<file path="src/cgp_regs.vh">
`ifndef CGP_REGS_VH
`define CGP_REGS_VH

// ==============================================================
// Serial interface constants.
// ==============================================================
`define CGP_SLAVE_ADDR 8'hD2
`define CGP_CMD_BYTE_BIT 7
`define CGP_NUM_BYTES 7'h03
`define CGP_BLOCK_COUNT 8'h03

// ==============================================================
// APB byte addresses.
// ==============================================================
`define CGP_OFF_OUTEN0 12'h000
`define CGP_OFF_OUTEN1 12'h004
`define CGP_OFF_OUTEN2 12'h008
`define CGP_OFF_STATUS 12'h00C

// ==============================================================
// Control byte reset values and writable masks.
// ==============================================================
`define CGP_DEF0 8'h3F
`define CGP_DEF1 8'h3F
`define CGP_DEF2 8'h01
`define CGP_MASK0 8'h3F
`define CGP_MASK1 8'h3F
`define CGP_MASK2 8'h01

// ==============================================================
// Field positions.
// ==============================================================
`define CGP_EN0_PCIF_BIT 5
`define CGP_EN2_AGP_BIT 0
`define CGP_ST_LATCHED_BIT 0
`define CGP_ST_MODE_BIT 1
`define CGP_ST_PM_BIT 2
`define CGP_ST_STOP_BIT 3
`define CGP_ST_PD_BIT 4
`define CGP_ST_HALT_BIT 5

// ==============================================================
// Synchroniser lane positions.
// ==============================================================
`define CGP_SYNC_W 10
`define CGP_S_PWR 0
`define CGP_S_STRAP 1
`define CGP_S_STOP 2
`define CGP_S_HALT 3
`define CGP_S_PD 4
`define CGP_S_SCL 5
`define CGP_S_SDA 6
`define CGP_S_PCI 7
`define CGP_S_AGP 8
`define CGP_S_BUF 9

`endif

</file>
<file path="src/cgp_sync.v">
`timescale 1ns/1ns

// ==============================================================
// Two-stage synchroniser for a group of unrelated levels.
// ==============================================================
module cgp_sync #(
  parameter W = 10
) (
  input wire CLK,
  input wire RST,
  input wire [W-1:0] d,
  output reg [W-1:0] q
);

  reg [W-1:0] meta;

  // The first stage feeds only the second stage.
  always @(posedge CLK or posedge RST) begin
    if (RST) begin
      meta <= {W{1'b0}};
      q <= {W{1'b0}};
    end else begin
      meta <= d;
      q <= meta;
    end
  end

endmodule // cgp_sync

</file>
<file path="src/cgp_power_ctl.v">
// Chosen here: the register offsets and the APB slave port.
`timescale 1ns/1ns
`include "cgp_regs.vh"

module cgp_power_ctl (
  input wire CLK,
  input wire RST,
  input wire PSEL,
  input wire PENABLE,
  input wire PWRITE,
  input wire [11:0] PADDR,
  input wire [31:0] PWDATA,
  output reg [31:0] PRDATA,
  output wire PREADY,
  output wire PSLVERR,
  input wire SUPPLY_OK,
  input wire GRAPHICS_PORT_CLOCK_IN,
  output reg GRAPHICS_PORT_CLOCK_OUT,
  output reg GRAPHICS_PORT_CLOCK_OE,
  input wire GRAPHICS_CLOCK_SOURCE,
  input wire BUS_CLOCK_STOP_N,
  input wire PROCESSOR_CLOCK_HALT_N,
  input wire POWER_DOWN_N,
  input wire SERIAL_CLOCK,
  input wire SERIAL_DATA_LINE_IN,
  output wire SERIAL_DATA_LINE_OUT,
  output reg SERIAL_DATA_LINE_OE,
  input wire BUS_CLOCK_SOURCE,
  output reg [4:0] BUS_CLOCK_OUT,
  output reg BUS_CLOCK_FREE_OUT,
  input wire DDR_BUFFER_IN,
  output reg [5:0] DDR_TRUE_OUTPUTS,
  output reg [5:0] DDR_COMP_OUTPUTS,
  output reg FEEDBACK_CLOCK_OUT,
  output reg POWER_DOWN_ACTIVE,
  output reg PROCESSOR_HALT_REQ
);

  // ==============================================================
  // Serial engine states.
  // ==============================================================
  localparam [4:0] ST_IDLE = 5'h01;
  localparam [4:0] ST_RX = 5'h02;
  localparam [4:0] ST_RACK = 5'h04;
  localparam [4:0] ST_TX = 5'h08;
  localparam [4:0] ST_TACK = 5'h10;

  // ==============================================================
  // Declarations.
  // ==============================================================
  wire [`CGP_SYNC_W-1:0] pin_raw;
  wire [`CGP_SYNC_W-1:0] pin_s;
  reg [`CGP_SYNC_W-1:0] pin_d;
  reg [7:0] cfg [0:2];
  reg strap_latched;
  reg mode_val;
  reg [4:0] bus_gate;
  reg [4:0] state;
  reg [3:0] bit_cnt;
  reg [7:0] shift;
  reg [7:0] byte_no;
  reg [6:0] ptr;
  reg is_read;
  reg is_block;
  reg count_due;
  reg sda_low;
  reg got_ack;
  wire pm_enabled;
  wire stop_req;
  wire pd_req;
  wire scl_rise;
  wire scl_fall;
  wire start_seen;
  wire stop_seen;
  wire [7:0] rx_byte;
  wire sm_wr;
  reg [1:0] sm_wr_idx;
  reg [7:0] sm_wr_data;
  wire apb_wr;
  wire [1:0] apb_idx;
  wire apb_is_cfg;
  wire apb_hit;
  wire [7:0] status_byte;
  reg [7:0] next_tx;

  // Writable bits of each control byte.
  function [7:0] cfg_mask;
    input [1:0] idx;
    begin
      case (idx)
        2'h0: cfg_mask = `CGP_MASK0;
        2'h1: cfg_mask = `CGP_MASK1;
        2'h2: cfg_mask = `CGP_MASK2;
        default: cfg_mask = 8'h00;
      endcase
    end
  endfunction

  // True when an index names an existing control byte.
  function in_range;
    input [6:0] idx;
    begin
      in_range = (idx < `CGP_NUM_BYTES);
    end
  endfunction

  // ==============================================================
  // Input synchronisation.
  // ==============================================================
  assign pin_raw[`CGP_S_PWR] = SUPPLY_OK;
  assign pin_raw[`CGP_S_STRAP] = GRAPHICS_PORT_CLOCK_IN;
  assign pin_raw[`CGP_S_STOP] = BUS_CLOCK_STOP_N;
  assign pin_raw[`CGP_S_HALT] = PROCESSOR_CLOCK_HALT_N;
  assign pin_raw[`CGP_S_PD] = POWER_DOWN_N;
  assign pin_raw[`CGP_S_SCL] = SERIAL_CLOCK;
  assign pin_raw[`CGP_S_SDA] = SERIAL_DATA_LINE_IN;
  assign pin_raw[`CGP_S_PCI] = BUS_CLOCK_SOURCE;
  assign pin_raw[`CGP_S_AGP] = GRAPHICS_CLOCK_SOURCE;
  assign pin_raw[`CGP_S_BUF] = DDR_BUFFER_IN;

  cgp_sync #(
    .W(`CGP_SYNC_W)
  ) u_sync (
    .CLK(CLK),
    .RST(RST),
    .d(pin_raw),
    .q(pin_s)
  );

  // Delayed copy of the synchronised pins for edge finding.
  always @(posedge CLK or posedge RST) begin
    if (RST) begin
      pin_d <= {`CGP_SYNC_W{1'b0}};
    end else begin
      pin_d <= pin_s;
    end
  end

  // ==============================================================
  // Mode strap capture.
  // ==============================================================
  // The strap is read once the supply is good, never under reset.
  always @(posedge CLK or posedge RST) begin
    if (RST) begin
      strap_latched <= 1'b0;
      mode_val <= 1'b1;
    end else if (!strap_latched && pin_s[`CGP_S_PWR]) begin
      strap_latched <= 1'b1;
      mode_val <= pin_s[`CGP_S_STRAP];
    end
  end

  // Power-management pins only count with the strap latched low.
  assign pm_enabled = strap_latched && !mode_val;
  assign stop_req = pm_enabled && !pin_s[`CGP_S_STOP];
  assign pd_req = pm_enabled && !pin_s[`CGP_S_PD];

  // ==============================================================
  // Bus clock gating.
  // ==============================================================
  // The gate only changes while the source is low, so a stop lands on a
  // falling edge and a restart begins with a whole high phase.
  always @(posedge CLK or posedge RST) begin
    if (RST) begin
      bus_gate <= 5'h00;
    end else if (!pin_s[`CGP_S_PCI]) begin
      bus_gate <= {5{stop_req}};
    end
  end

  // ==============================================================
  // Clock outputs.
  // ==============================================================
  // All clock outputs are registered; power-down holds them low.
  always @(posedge CLK or posedge RST) begin
    if (RST) begin
      BUS_CLOCK_OUT <= 5'h00;
      BUS_CLOCK_FREE_OUT <= 1'b0;
      DDR_TRUE_OUTPUTS <= 6'h00;
      DDR_COMP_OUTPUTS <= 6'h00;
      FEEDBACK_CLOCK_OUT <= 1'b0;
      GRAPHICS_PORT_CLOCK_OUT <= 1'b0;
      GRAPHICS_PORT_CLOCK_OE <= 1'b0;
      POWER_DOWN_ACTIVE <= 1'b0;
      PROCESSOR_HALT_REQ <= 1'b0;
    end else begin
      POWER_DOWN_ACTIVE <= pd_req;
      PROCESSOR_HALT_REQ <= pm_enabled && !pin_s[`CGP_S_HALT];
      GRAPHICS_PORT_CLOCK_OE <= strap_latched;
      GRAPHICS_PORT_CLOCK_OUT <= strap_latched && !pd_req
        && cfg[2][`CGP_EN2_AGP_BIT] && pin_s[`CGP_S_AGP];
      BUS_CLOCK_OUT <= {5{pin_s[`CGP_S_PCI] && !pd_req}}
        & ~bus_gate & cfg[0][4:0];
      BUS_CLOCK_FREE_OUT <= pin_s[`CGP_S_PCI] && !pd_req
        && cfg[0][`CGP_EN0_PCIF_BIT];
      DDR_TRUE_OUTPUTS <= {6{pin_s[`CGP_S_BUF] && !pd_req}} & cfg[1][5:0];
      DDR_COMP_OUTPUTS <= {6{!pin_s[`CGP_S_BUF] && !pd_req}} & cfg[1][5:0];
      FEEDBACK_CLOCK_OUT <= pin_s[`CGP_S_BUF] && !pd_req;
    end
  end

  // ==============================================================
  // Serial bus conditions.
  // ==============================================================
  assign scl_rise = pin_s[`CGP_S_SCL] && !pin_d[`CGP_S_SCL];
  assign scl_fall = !pin_s[`CGP_S_SCL] && pin_d[`CGP_S_SCL];
  assign start_seen = pin_s[`CGP_S_SCL] && pin_d[`CGP_S_SCL]
    && !pin_s[`CGP_S_SDA] && pin_d[`CGP_S_SDA];
  assign stop_seen = pin_s[`CGP_S_SCL] && pin_d[`CGP_S_SCL]
    && pin_s[`CGP_S_SDA] && !pin_d[`CGP_S_SDA];
  assign rx_byte = shift;

  // The line is only ever pulled low, never driven high.
  assign SERIAL_DATA_LINE_OUT = 1'b0;

  // Open-drain enable follows the internal pull-down request.
  always @(posedge CLK or posedge RST) begin
    if (RST) begin
      SERIAL_DATA_LINE_OE <= 1'b0;
    end else begin
      SERIAL_DATA_LINE_OE <= sda_low;
    end
  end

  // Next byte to send: in a block read the block count first, then control bytes.
  always @* begin
    next_tx = 8'h00;
    if (count_due) begin
      next_tx = `CGP_BLOCK_COUNT;
    end else if (in_range(ptr)) begin
      next_tx = cfg[ptr[1:0]];
    end
  end

  // A received data byte becomes a write once its ninth bit is due.
  assign sm_wr = (state == ST_RX) && scl_fall && (bit_cnt == 4'h8)
    && !is_read && (byte_no > 8'h01) && !(is_block && byte_no == 8'h02)
    && in_range(ptr);

  // Index and data of a serial write.
  always @* begin
    sm_wr_idx = ptr[1:0];
    sm_wr_data = rx_byte;
  end

  // ==============================================================
  // Serial slave engine.
  // ==============================================================
  always @(posedge CLK or posedge RST) begin
    if (RST) begin
      state <= ST_IDLE;
      bit_cnt <= 4'h0;
      shift <= 8'h00;
      byte_no <= 8'h00;
      ptr <= 7'h00;
      is_read <= 1'b0;
      is_block <= 1'b0;
      count_due <= 1'b0;
      sda_low <= 1'b0;
      got_ack <= 1'b0;
    end else if (start_seen) begin
      state <= ST_RX;
      bit_cnt <= 4'h0;
      byte_no <= 8'h00;
      sda_low <= 1'b0;
    end else if (stop_seen) begin
      state <= ST_IDLE;
      sda_low <= 1'b0;
    end else begin
      case (state)
        ST_IDLE: begin
          sda_low <= 1'b0;
        end
        ST_RX: begin
          if (scl_rise && bit_cnt != 4'h8) begin
            shift <= {shift[6:0], pin_s[`CGP_S_SDA]};
            bit_cnt <= bit_cnt + 4'h1;
          end else if (scl_fall && bit_cnt == 4'h8) begin
            bit_cnt <= 4'h0;
            byte_no <= byte_no + 8'h01;
            state <= ST_RACK;
            sda_low <= 1'b1;
            if (byte_no == 8'h00) begin
              if ({rx_byte[7:1], 1'b0} == `CGP_SLAVE_ADDR) begin
                is_read <= rx_byte[0];
                count_due <= rx_byte[0] && is_block;
              end else begin
                state <= ST_IDLE;
                sda_low <= 1'b0;
              end
            end else if (byte_no == 8'h01) begin
              is_block <= !rx_byte[`CGP_CMD_BYTE_BIT];
              ptr <= rx_byte[`CGP_CMD_BYTE_BIT] ? rx_byte[6:0] : 7'h00;
            end else if (!(is_block && byte_no == 8'h02)) begin
              ptr <= ptr + 7'h01;
            end
          end
        end
        ST_RACK: begin
          if (scl_fall) begin
            if (is_read) begin
              state <= ST_TX;
              shift <= next_tx;
              sda_low <= !next_tx[7];
              if (count_due) begin
                count_due <= 1'b0;
              end else begin
                ptr <= ptr + 7'h01;
              end
            end else begin
              state <= ST_RX;
              sda_low <= 1'b0;
            end
          end
        end
        ST_TX: begin
          if (scl_rise) begin
            bit_cnt <= bit_cnt + 4'h1;
          end else if (scl_fall) begin
            if (bit_cnt == 4'h8) begin
              bit_cnt <= 4'h0;
              sda_low <= 1'b0;
              got_ack <= 1'b0;
              state <= ST_TACK;
            end else begin
              shift <= {shift[6:0], 1'b0};
              sda_low <= !shift[6];
            end
          end
        end
        ST_TACK: begin
          if (scl_rise) begin
            got_ack <= !pin_s[`CGP_S_SDA];
          end else if (scl_fall) begin
            if (got_ack && is_block) begin
              state <= ST_TX;
              shift <= next_tx;
              sda_low <= !next_tx[7];
              if (count_due) begin
                count_due <= 1'b0;
              end else begin
                ptr <= ptr + 7'h01;
              end
            end else begin
              state <= ST_IDLE;
            end
          end
        end
        default: begin
          state <= ST_IDLE;
          sda_low <= 1'b0;
        end
      endcase
    end
  end

  // ==============================================================
  // APB slave.
  // ==============================================================
  assign PREADY = 1'b1;
  assign apb_is_cfg = (PADDR == `CGP_OFF_OUTEN0) || (PADDR == `CGP_OFF_OUTEN1)
    || (PADDR == `CGP_OFF_OUTEN2);
  assign apb_hit = apb_is_cfg || (PADDR == `CGP_OFF_STATUS);
  assign apb_idx = PADDR[3:2];
  assign PSLVERR = PSEL && PENABLE && !apb_hit;
  assign apb_wr = PSEL && PENABLE && PWRITE && apb_is_cfg;

  // Live status of the block.
  assign status_byte = {2'b00, PROCESSOR_HALT_REQ, pd_req, stop_req,
    pm_enabled, mode_val, strap_latched};

  // Read data is captured in the setup cycle and held for the access.
  always @(posedge CLK or posedge RST) begin
    if (RST) begin
      PRDATA <= 32'h00000000;
    end else if (PSEL && !PENABLE) begin
      if (PWRITE || !apb_hit) begin
        PRDATA <= 32'h00000000;
      end else if (apb_is_cfg) begin
        PRDATA <= {24'h000000, cfg[apb_idx]};
      end else begin
        PRDATA <= {24'h000000, status_byte};
      end
    end
  end

  // ==============================================================
  // Control bytes.
  // ==============================================================
  // A serial write wins over an APB write in the same cycle.
  always @(posedge CLK or posedge RST) begin
    if (RST) begin
      cfg[0] <= `CGP_DEF0;
      cfg[1] <= `CGP_DEF1;
      cfg[2] <= `CGP_DEF2;
    end else if (sm_wr) begin
      cfg[sm_wr_idx] <= sm_wr_data & cfg_mask(sm_wr_idx);
    end else if (apb_wr) begin
      cfg[apb_idx] <= PWDATA[7:0] & cfg_mask(apb_idx);
    end
  end

endmodule // cgp_power_ctl

</file>
<file path="config.mk">
export PLATFORM = sky130hd
export DESIGN_NAME = cgp_power_ctl
export DESIGN_NICKNAME = d
export VERILOG_FILES = /design/src/cgp_sync.v /design/src/cgp_power_ctl.v
export VERILOG_INCLUDE_DIRS = /design/src
export SDC_FILE = /design/constraint.sdc
export NUM_CORES = 1
export LEC_CHECK = 0
export BUFFER_PORTS_ARGS = -buffer_cell sky130_fd_sc_hd__buf_2
export CORE_MARGIN = 2
export CORE_UTILIZATION = 40
export CTS_CLUSTER_DIAMETER = 40
export DETAILED_ROUTE_END_ITERATION = 16
export PLACE_DENSITY = 0.63
export SYNTH_ARGS = -nofsm -noshare
export SYNTH_HDL_FRONTEND = slang
export SYNTH_SLANG_ARGS = --single-unit
export TNS_END_PERCENT = 1
</file>
<file path="constraint.sdc">
create_clock -name CLK -period 9.8 [get_ports CLK]
set_clock_uncertainty 0.05 [all_clocks]
set_input_delay 1.96 -clock CLK [delete_from_list [all_inputs] [get_ports CLK]]
set_output_delay 1.96 -clock CLK [all_outputs]
set_load 0.01 [all_outputs]
</file>
# [Word level (Yosys, flattened, before mapping)]
# Index checks and enable logic that the tools add are counted.
[totals] register_bits=147 in_bits=59 output_inout_bits=59 word_cells=287
[op_classes] n_addsub=3 order_cmp=6 eq_ne=49 mux=104 bitwise_logic=13 n_reduce_logical=82
[op_table] cell="2-to-1 mux 8 bit" count=27
[op_table] cell="2-to-1 mux 7 bit" count=12
[op_table] cell="2-to-1 mux 5 bit" count=10
[op_table] cell="bitwise mux 24 bit" count=2
[op_table] cell="2-to-1 mux 24 bit" count=2
[op_table] cell="!= test 4 bit, second input constant" count=11
[op_table] cell="logical AND 1 bit" count=37
[op_table] cell="2-to-1 mux 4 bit" count=9
[op_table] cell="AND reduction 12 bit" count=3
[op_table] cell="binary-select mux 8 bit (select 2 bit)" count=2
[op_table] cell="demux 8 bit (select 2 bit)" count=2
[op_table] cell="one-hot mux 8 bit (4 select lines)" count=1
[op_table] cell="!= test 2 bit, second input constant" count=14
[op_table] cell="2-to-1 mux 1 bit" count=27
[op_table] cell="one-hot mux 5 bit (5 select lines)" count=1
[op_table] cell="equality test 12 x 4 -> 1 bit, second input constant" count=2
[op_table] cell="one-hot mux 6 bit (2 select lines)" count=2
[op_table] cell="one-hot mux 7 bit (3 select lines)" count=1
[op_table] cell="AND reduction 7 bit" count=3
[op_table] cell="zero test 1 bit" count=18
[op_table] cell="AND 8 bit" count=2
[op_table] cell="AND 6 bit" count=2
[op_table] cell="equality test 12 x 3 -> 1 bit, second input constant" count=1
[op_table] cell="zero test 12 bit" count=1
[op_table] cell="other kinds (42)" count=65

# [Longest topological paths before layout]
# Gate-level depths: netlist (run 1).
[depth] ltp_word=13 mapped_depth=9 mapped_depth_nobuf=7

# [Modules after synthesis]
# A second synthesis (run 1) with hierarchy kept.
[unflattened] cells_unflattened=601 hier_area_um2=6098.3
[by_module_without_submodules] module="cgp_power_ctl" n_inst=1 cells_per_inst=580 area_each_um2=5594.1 seq_area_each_um2=2296.0
[by_module_without_submodules] module="cgp_sync" n_inst=1 cells_per_inst=21 area_each_um2=504.2 seq_area_each_um2=500.5

# [Least setup slack after synthesis (run 1)]
# Ideal clock, no wire load.
[synth_timing] kind="input port to output port" start="in PADDR[9]" end="out PSLVERR" t_arrival_ns=2.620 required_ns=7.790 slack_ns=5.170 stages=3 path_buffers=0 path_cell_list="nor4_1 -> nand3_1 -> and3_1"
[synth_via] elab_chain_len=6 word_cells_on_any_way=9 classes_between="eq/ne (3); reduce/logical (6)"
[synth_rtl] item="start: declaration" line="cgp_power_ctl.v:11" text="input wire [11:0] PADDR,"
[synth_rtl] item="equality test 12 x 3 -> 1 bit (no line) / zero test 12 bit (equally long branches)"
[synth_rtl] item="logical OR 1 bit (2 in a row)" line="cgp_power_ctl.v:361" text="assign apb_is_cfg = (PADDR == `CGP_OFF_OUTEN0) || (PADDR == `CGP_OFF_OUTEN1)"
[synth_rtl] item="logical OR 1 bit (*)" line="cgp_power_ctl.v:363" text="assign apb_hit = apb_is_cfg || (PADDR == `CGP_OFF_STATUS);"
[synth_rtl] item="zero test 1 bit (*)" line="cgp_power_ctl.v:365" text="assign PSLVERR = PSEL && PENABLE && !apb_hit;"
[synth_rtl] item="logical AND 1 bit (*)" line="cgp_power_ctl.v:365"
[synth_rtl] item="end: declaration" line="cgp_power_ctl.v:15" text="output wire PSLVERR,"
# Every way passes the cells marked *; elsewhere a longest branch is shown, timed or not.

# [Worst setup path in the final report (run 1)]
[layout_timing] start="in PADDR[1]" end="out PSLVERR"
# Same word-level chain as after synthesis.

==> results of run 1 <==
==> cell usage after synthesis, types with 7 or more instances <==
master,instances
dfrtp_1,96
nand2_1,70
a21oi_1,30
buf_4,28
mux2i_1,28
nor2_1,27
o21ai_0,25
nand3_1,24
and2_1,21
dfstp_2,15
inv_1,15
ha_1,14
mux2_4,14
nor3_1,13
clkbuf_1,11
a22o_1,10
mux2_2,9
a31oi_1,8
nor2b_1,8
nand3b_1,7
or3_1,7
==> cells by family (layout without fill, tap and decap cells) <==
group                      Yosys count  count (layout)  synth area share, %
DFF                                111             111                 46.7
other                                2              26                0.126
adders and majority gates           14              14                 2.93
buffers and inverters               59              98                 5.65
AOI/OAI and AO/OA                  119             119                 14.1
xor gates and xnor gates             3               3                0.439
and+or+nand+nor                    218             218                 19.2
muxes                               55              55                 10.9
==> critical path, stage by stage <==
cell,delay [ps]
buf_2,90
nor4_1,380
nand3_1,150
and3_1,200
buf_2,130
==> state kept, by name, summed over array words and instances, names as in the netlist, 2 cells and up <==
| signal | count |
|---|---|
| state | 5 |
| byte_no | 8 |
| u_sync.q | 10 |
| ptr | 7 |
| u_sync.meta | 10 |
| DDR_TRUE_OUTPUTS | 6 |
| DDR_COMP_OUTPUTS | 6 |
| cfg | 18 |
| BUS_CLOCK_OUT | 5 |
| bit_cnt | 4 |
| PRDATA | 7 |
| rx_byte | 8 |
| pin_d | 2 |
==> metrics by stage <==
stage               cells  worst slack (ps)  util (%)
floorplan             605              4880         -
global placement      812              4930      43.6
detailed placement    812              4910      43.6
CTS                   828              4900      45.8
global route          828              4860      45.8
finish                828              4870      45.8
==> per-layer routing <==
metal | up-vias | track usage (%)
met4 | 0 | 4.20
met1 | 2189 | 22.8
met3 | 13 | 4.68
met2 | 135 | 28.7
met5 | - | 0
li1 | 2173 | -
==> power by group through the flow <==
stage	clock network, mW	registers, mW	logic [mW]
global placement	0	0.567	0.251
CTS	0.397	0.558	0.256
finish	0.382	0.559	0.255
detailed placement	0	0.566	0.255
floorplan	0	0.536	0.223
global route	0.414	0.567	0.287
==> layout make-up <==
type | instances | area share (%)
clock inverters | 7 | 1.29
multi-input cells | 435 | 44.0
flip-flops and latches | 111 | 41.9
clock buffers | 9 | 3.37
repair buffers | 67 | 5.10
well taps | 184 | 3.45
inverters | 15 | 0.881
==> how the worst max path moves through the flow <==
stage	start	to	slack, ps
after floorplan	RST	BUS_CLOCK_FREE_OUT	4880
after global placement	PADDR[9]	PSLVERR	4930
after detailed placement	PADDR[1]	PSLVERR	4910
after CTS	PADDR[1]	PSLVERR	4900
after global routing	PADDR[9]	PSLVERR	4860
final	PADDR[1]	PSLVERR	4870
==> flow_summary.ini, run 1 <==
[critical_path]
rrSetupSlack_ps = 6740
r2r-end = ptr[1]
r2r_cells = 5
cp-end-kind = output pin
startpoint_type = primary input
cp_data_required_time_ps = 7790
crit_type = primary input to output pin
crit_arrival_ps = 2920
r2r_start = state[1]
cp_max_fo = 2

[power]
power_frac_seq_pct = 46.7
p_int_mw = 0.806
p_total_mw = 1.20
p_leak_nw = 3.15
p_sw_share_pct = 32.6
pwr-share-comb_pct = 21.3
power_frac_clock_pct = 32.0
power.switching_mw = 0.389
ir_worst_vdd_uv = 142
power_density_nw_per_um2 = 179

[placed_design]
gp_congestion = 0.902
io_buffers = 65
dpl-instance-area_um2 = 6360
hpwl_mm = 9.89

[final_layout]
seq_area_um2 = 2800
nFillCells = 1368
area_growth_pct = 11.6
final_common_cell = dfrtp_1
nNetsFinal = 712
layout_common_cells = 96 x dfrtp_1, 70 x nand2_1, 65 x buf_2
fin_area_um2 = 6680
multiInputGateArea_um2 = 2940
layout-drive-gt1-share_pct = 21.1
antenna_cells = 0

[drt]
viasPerCell = 5.45
drt-met1-wl_mm = 5.77
drt_iter0_markers = 241
num_vias = 4510
first_pass_iters = 5
drc = 0
wl_met3_um = 724
drt_wl_total_mm = 13.3
ant_nets = 0
wl_met2_mm = 6.69
wl_per_cell_um = 16.1
maxUsedRoutingLayer = met4

[clocking]
cts_max_level = 3
cts_tree = built
post_cts_buffers = 0
cts.clk_slew.worst_paths_ps = 70
clockRootBuffer = clkbuf_16
max-clock-path-buffers = 2
holdBufCountCts = 0
numCtsBuffers = 9
numClockSinks = 111
insertion_delay_ps = 360
cts-resized-gates = 0

[global_routing]
grt_pass1_wl_mm = 22.1
grt.overflow.total = 0
grt_pass1_vias = 4309
antenna_found_initial = 0
grt.total_usage_pct = 17.3
grt_max_degree = 63

[yosys]
synth_ff_type = dfrtp_1
yosys-top-cells-area = dfrtp_1 40%, dfstp_2 6.6%, mux2i_1 4.7%
async_reset_ff_share_pct = 100
yosys.cell_types.count = 71
ys_ff_latch = 111
syn_area_um2 = 5980
synth-edff-count = 0
synth_seq_area_share_pct = 46.7
syn_inst = 581
syn_area_per_cell_um2 = 10.3
yosysWarnings = 0
yosysTopAreaCellShare_pct = 40.2
synth_largest_area_cell = dfrtp_1

[floorplan]
dieArea_um2 = 16000
core-area_um2 = 14600
io_pins = 118
initial_utilization_pct = 41.0
die_w_um = 126
die_h_um = 126
rows = 44

[min_path]
hp-class = flip-flop to flip-flop
worstHoldStart = u_sync.meta[1]
hold_depth = 0
holdPathEnd = u_sync.q[1]

[sta]
worstMarginPinSlew_ps = 983
hold_slack_ps = 298
finalSetupTns_ps = 0
period_share_pct = 50.3
setup-violations-final = 0
hold_violations = 0
max_slew_margin_pct = 34.3
final_max_slew_viol_count = 0
fmax_ghz = 0.203
rsz0062_at_grt = false
period_minus_slack_ps = 4930

[outcome]
status = finished, final reports clean

[flow_run]
max_cap_viol_count = 0
Power figures use the tool's default switching activity.
==> run 2, diff against run 1 <==
clock period = 4.6 ns   (was 9.8 ns; I/O delays follow)
==> run 2 against run 1 <==
  * Clock-buffer cell count increased by 2
  * Die area unchanged
  * Critical endpoint is now ptr[1]
  * Utilization about the same
  * First-iteration DRC count increased by 12%
  * Largest cell class unchanged
==> flow_summary.ini, run 2 (synthesized netlist as in run 1, its figures left out) <==
[flow_run]
max_cap_viol_count = 0

[sta]
period_share_pct = 67.0
fin_ws_ps = 1520
hold_violations = 0
finalSetupTns_ps = 0
fmax_ghz = 0.324
worstMarginPinSlew_ps = 943
setup-violations-final = 0
rsz0062_at_grt = false
max_slew_margin_pct = 37.0
final_max_slew_viol_count = 0
period_minus_slack_ps = 3080

[critical_path]
cp_slowest_cell = o22ai_1
startpoint_type = flip-flop
crit_type = flip-flop to flip-flop
rrSetupSlack_ps = 1520
cp_max_fo = 11
cp-end-kind = flip-flop
cp_data_required_time_ps = 4820
crit_arrival_ps = 3310
crit_chain = nor3_1, nand2_1, o22ai_1, nor3b_2, mux2i_1
slowest_delay_ps = 700

[clocking]
post_cts_buffers = 0
numCtsBuffers = 9
cts.clk_slew.worst_paths_ps = 70
numClockSinks = 111
cts-resized-gates = 0
clockRootBuffer = clkbuf_16
cts_tree = built
cts_max_level = 3
holdBufCountCts = 0
insertion_delay_ps = 350
max-clock-path-buffers = 2

[drt]
num_vias = 4526
maxUsedRoutingLayer = met4
wl_met2_mm = 6.73
drt-met1-wl_mm = 6.11
wl_met3_um = 553
drt_wl_total_mm = 13.6
ant_nets = 0
drt_iter0_markers = 270
viasPerCell = 5.46
first_pass_iters = 5
wl_per_cell_um = 16.5
drc = 0

[placed_design]
hpwl_mm = 10.1
io_buffers = 65
dp_slack_ps = 1600
gp_congestion = 0.871
dp_cells = 813

[global_routing]
grt_pass1_wl_mm = 22.8
grt.overflow.total = 0
grt_pass1_vias = 4555
grt.total_usage_pct = 17.7
antenna_found_initial = 0
grt_max_degree = 53

[power]
power_density_nw_per_um2 = 381
ir_worst_vdd_uv = 187
p_leak_nw = 3.14

[final_layout]
final_common_cell = dfrtp_1
antenna_cells = 0
nNetsFinal = 713
layout-drive-gt1-share_pct = 20.9
multiInputGateArea_um2 = 2940
area_growth_pct = 11.5
regMostFlops = cfg
largest_register_ffs = 18
fin_cells = 829
seq_area_um2 = 2800
nFillCells = 1363
layout_common_cells = 96 x dfrtp_1, 70 x nand2_1, 65 x buf_2
largestRegisters = cfg: 18 flops, u_sync.meta: 10 flops, u_sync.q: 10 flops

[floorplan]
core-area_um2 = 14600
rows = 44
die_w_um = 126
io_pins = 118
dieArea_um2 = 16000
die_h_um = 126
initial_utilization_pct = 41.0

[outcome]
status = finished, final reports clean

[min_path]
hp-class = flip-flop to flip-flop
## run 2: worst max-delay path: cells and delay by family, from the launching register on
kind            cells  cell delay, ps
flops               1             450
mux                 1             240
compound gates      1             700
simple gates        3            1540
## run 2: metal layers
layer	vias up	track usage [%]
li1	2170	-
met5	-	0
met3	19	2.66
met4	0	6.46
met2	124	29.4
met1	2213	23.6
## run 2: report_power, final
group | leakage, nW | switching, mW | internal [mW]
Sequential | 1.42 | 0.140 | 1.05
Combinational | 1.58 | 0.321 | 0.228
Clock | 0.142 | 0.368 | 0.430
Total | 3.14 | 0.829 | 1.71
## run 2: path summary, 6_finish.rpt
| kind | start | cells past startpoint | to |
|---|---|---|---|
| max in group asynchronous | RST | 3 | state[0] |
| min in group asynchronous | RST | 2 | BUS_CLOCK_OUT[3] |
| min | u_sync.meta[5] | 0 | u_sync.q[5] |
| max | state[1] | 5 | ptr[1] |
| max reg2reg | state[1] | 5 | ptr[1] |
| min reg2reg | u_sync.meta[5] | 0 | u_sync.q[5] |
## run 2: per-stage QoR
step                total power, mW  area (µm²)  hold slack [ps]  utilization [%]
global placement               1.75        6370              282             43.7
global route                   2.69        6670              310             45.7
floorplan                      1.62        6070              281                -
detailed placement             1.76        6370              286             43.7
finish                         2.54        6670              300             45.7
CTS                            2.56        6670              303             45.7
## run 2: layout make-up
type	count	share of cell area [%]
flip-flops and latches	111	41.9
multi-input cells	435	44.1
clock buffers	11	3.49
well taps	184	3.45
repair buffers	68	5.21
clock inverters	5	0.994
inverters	15	0.881
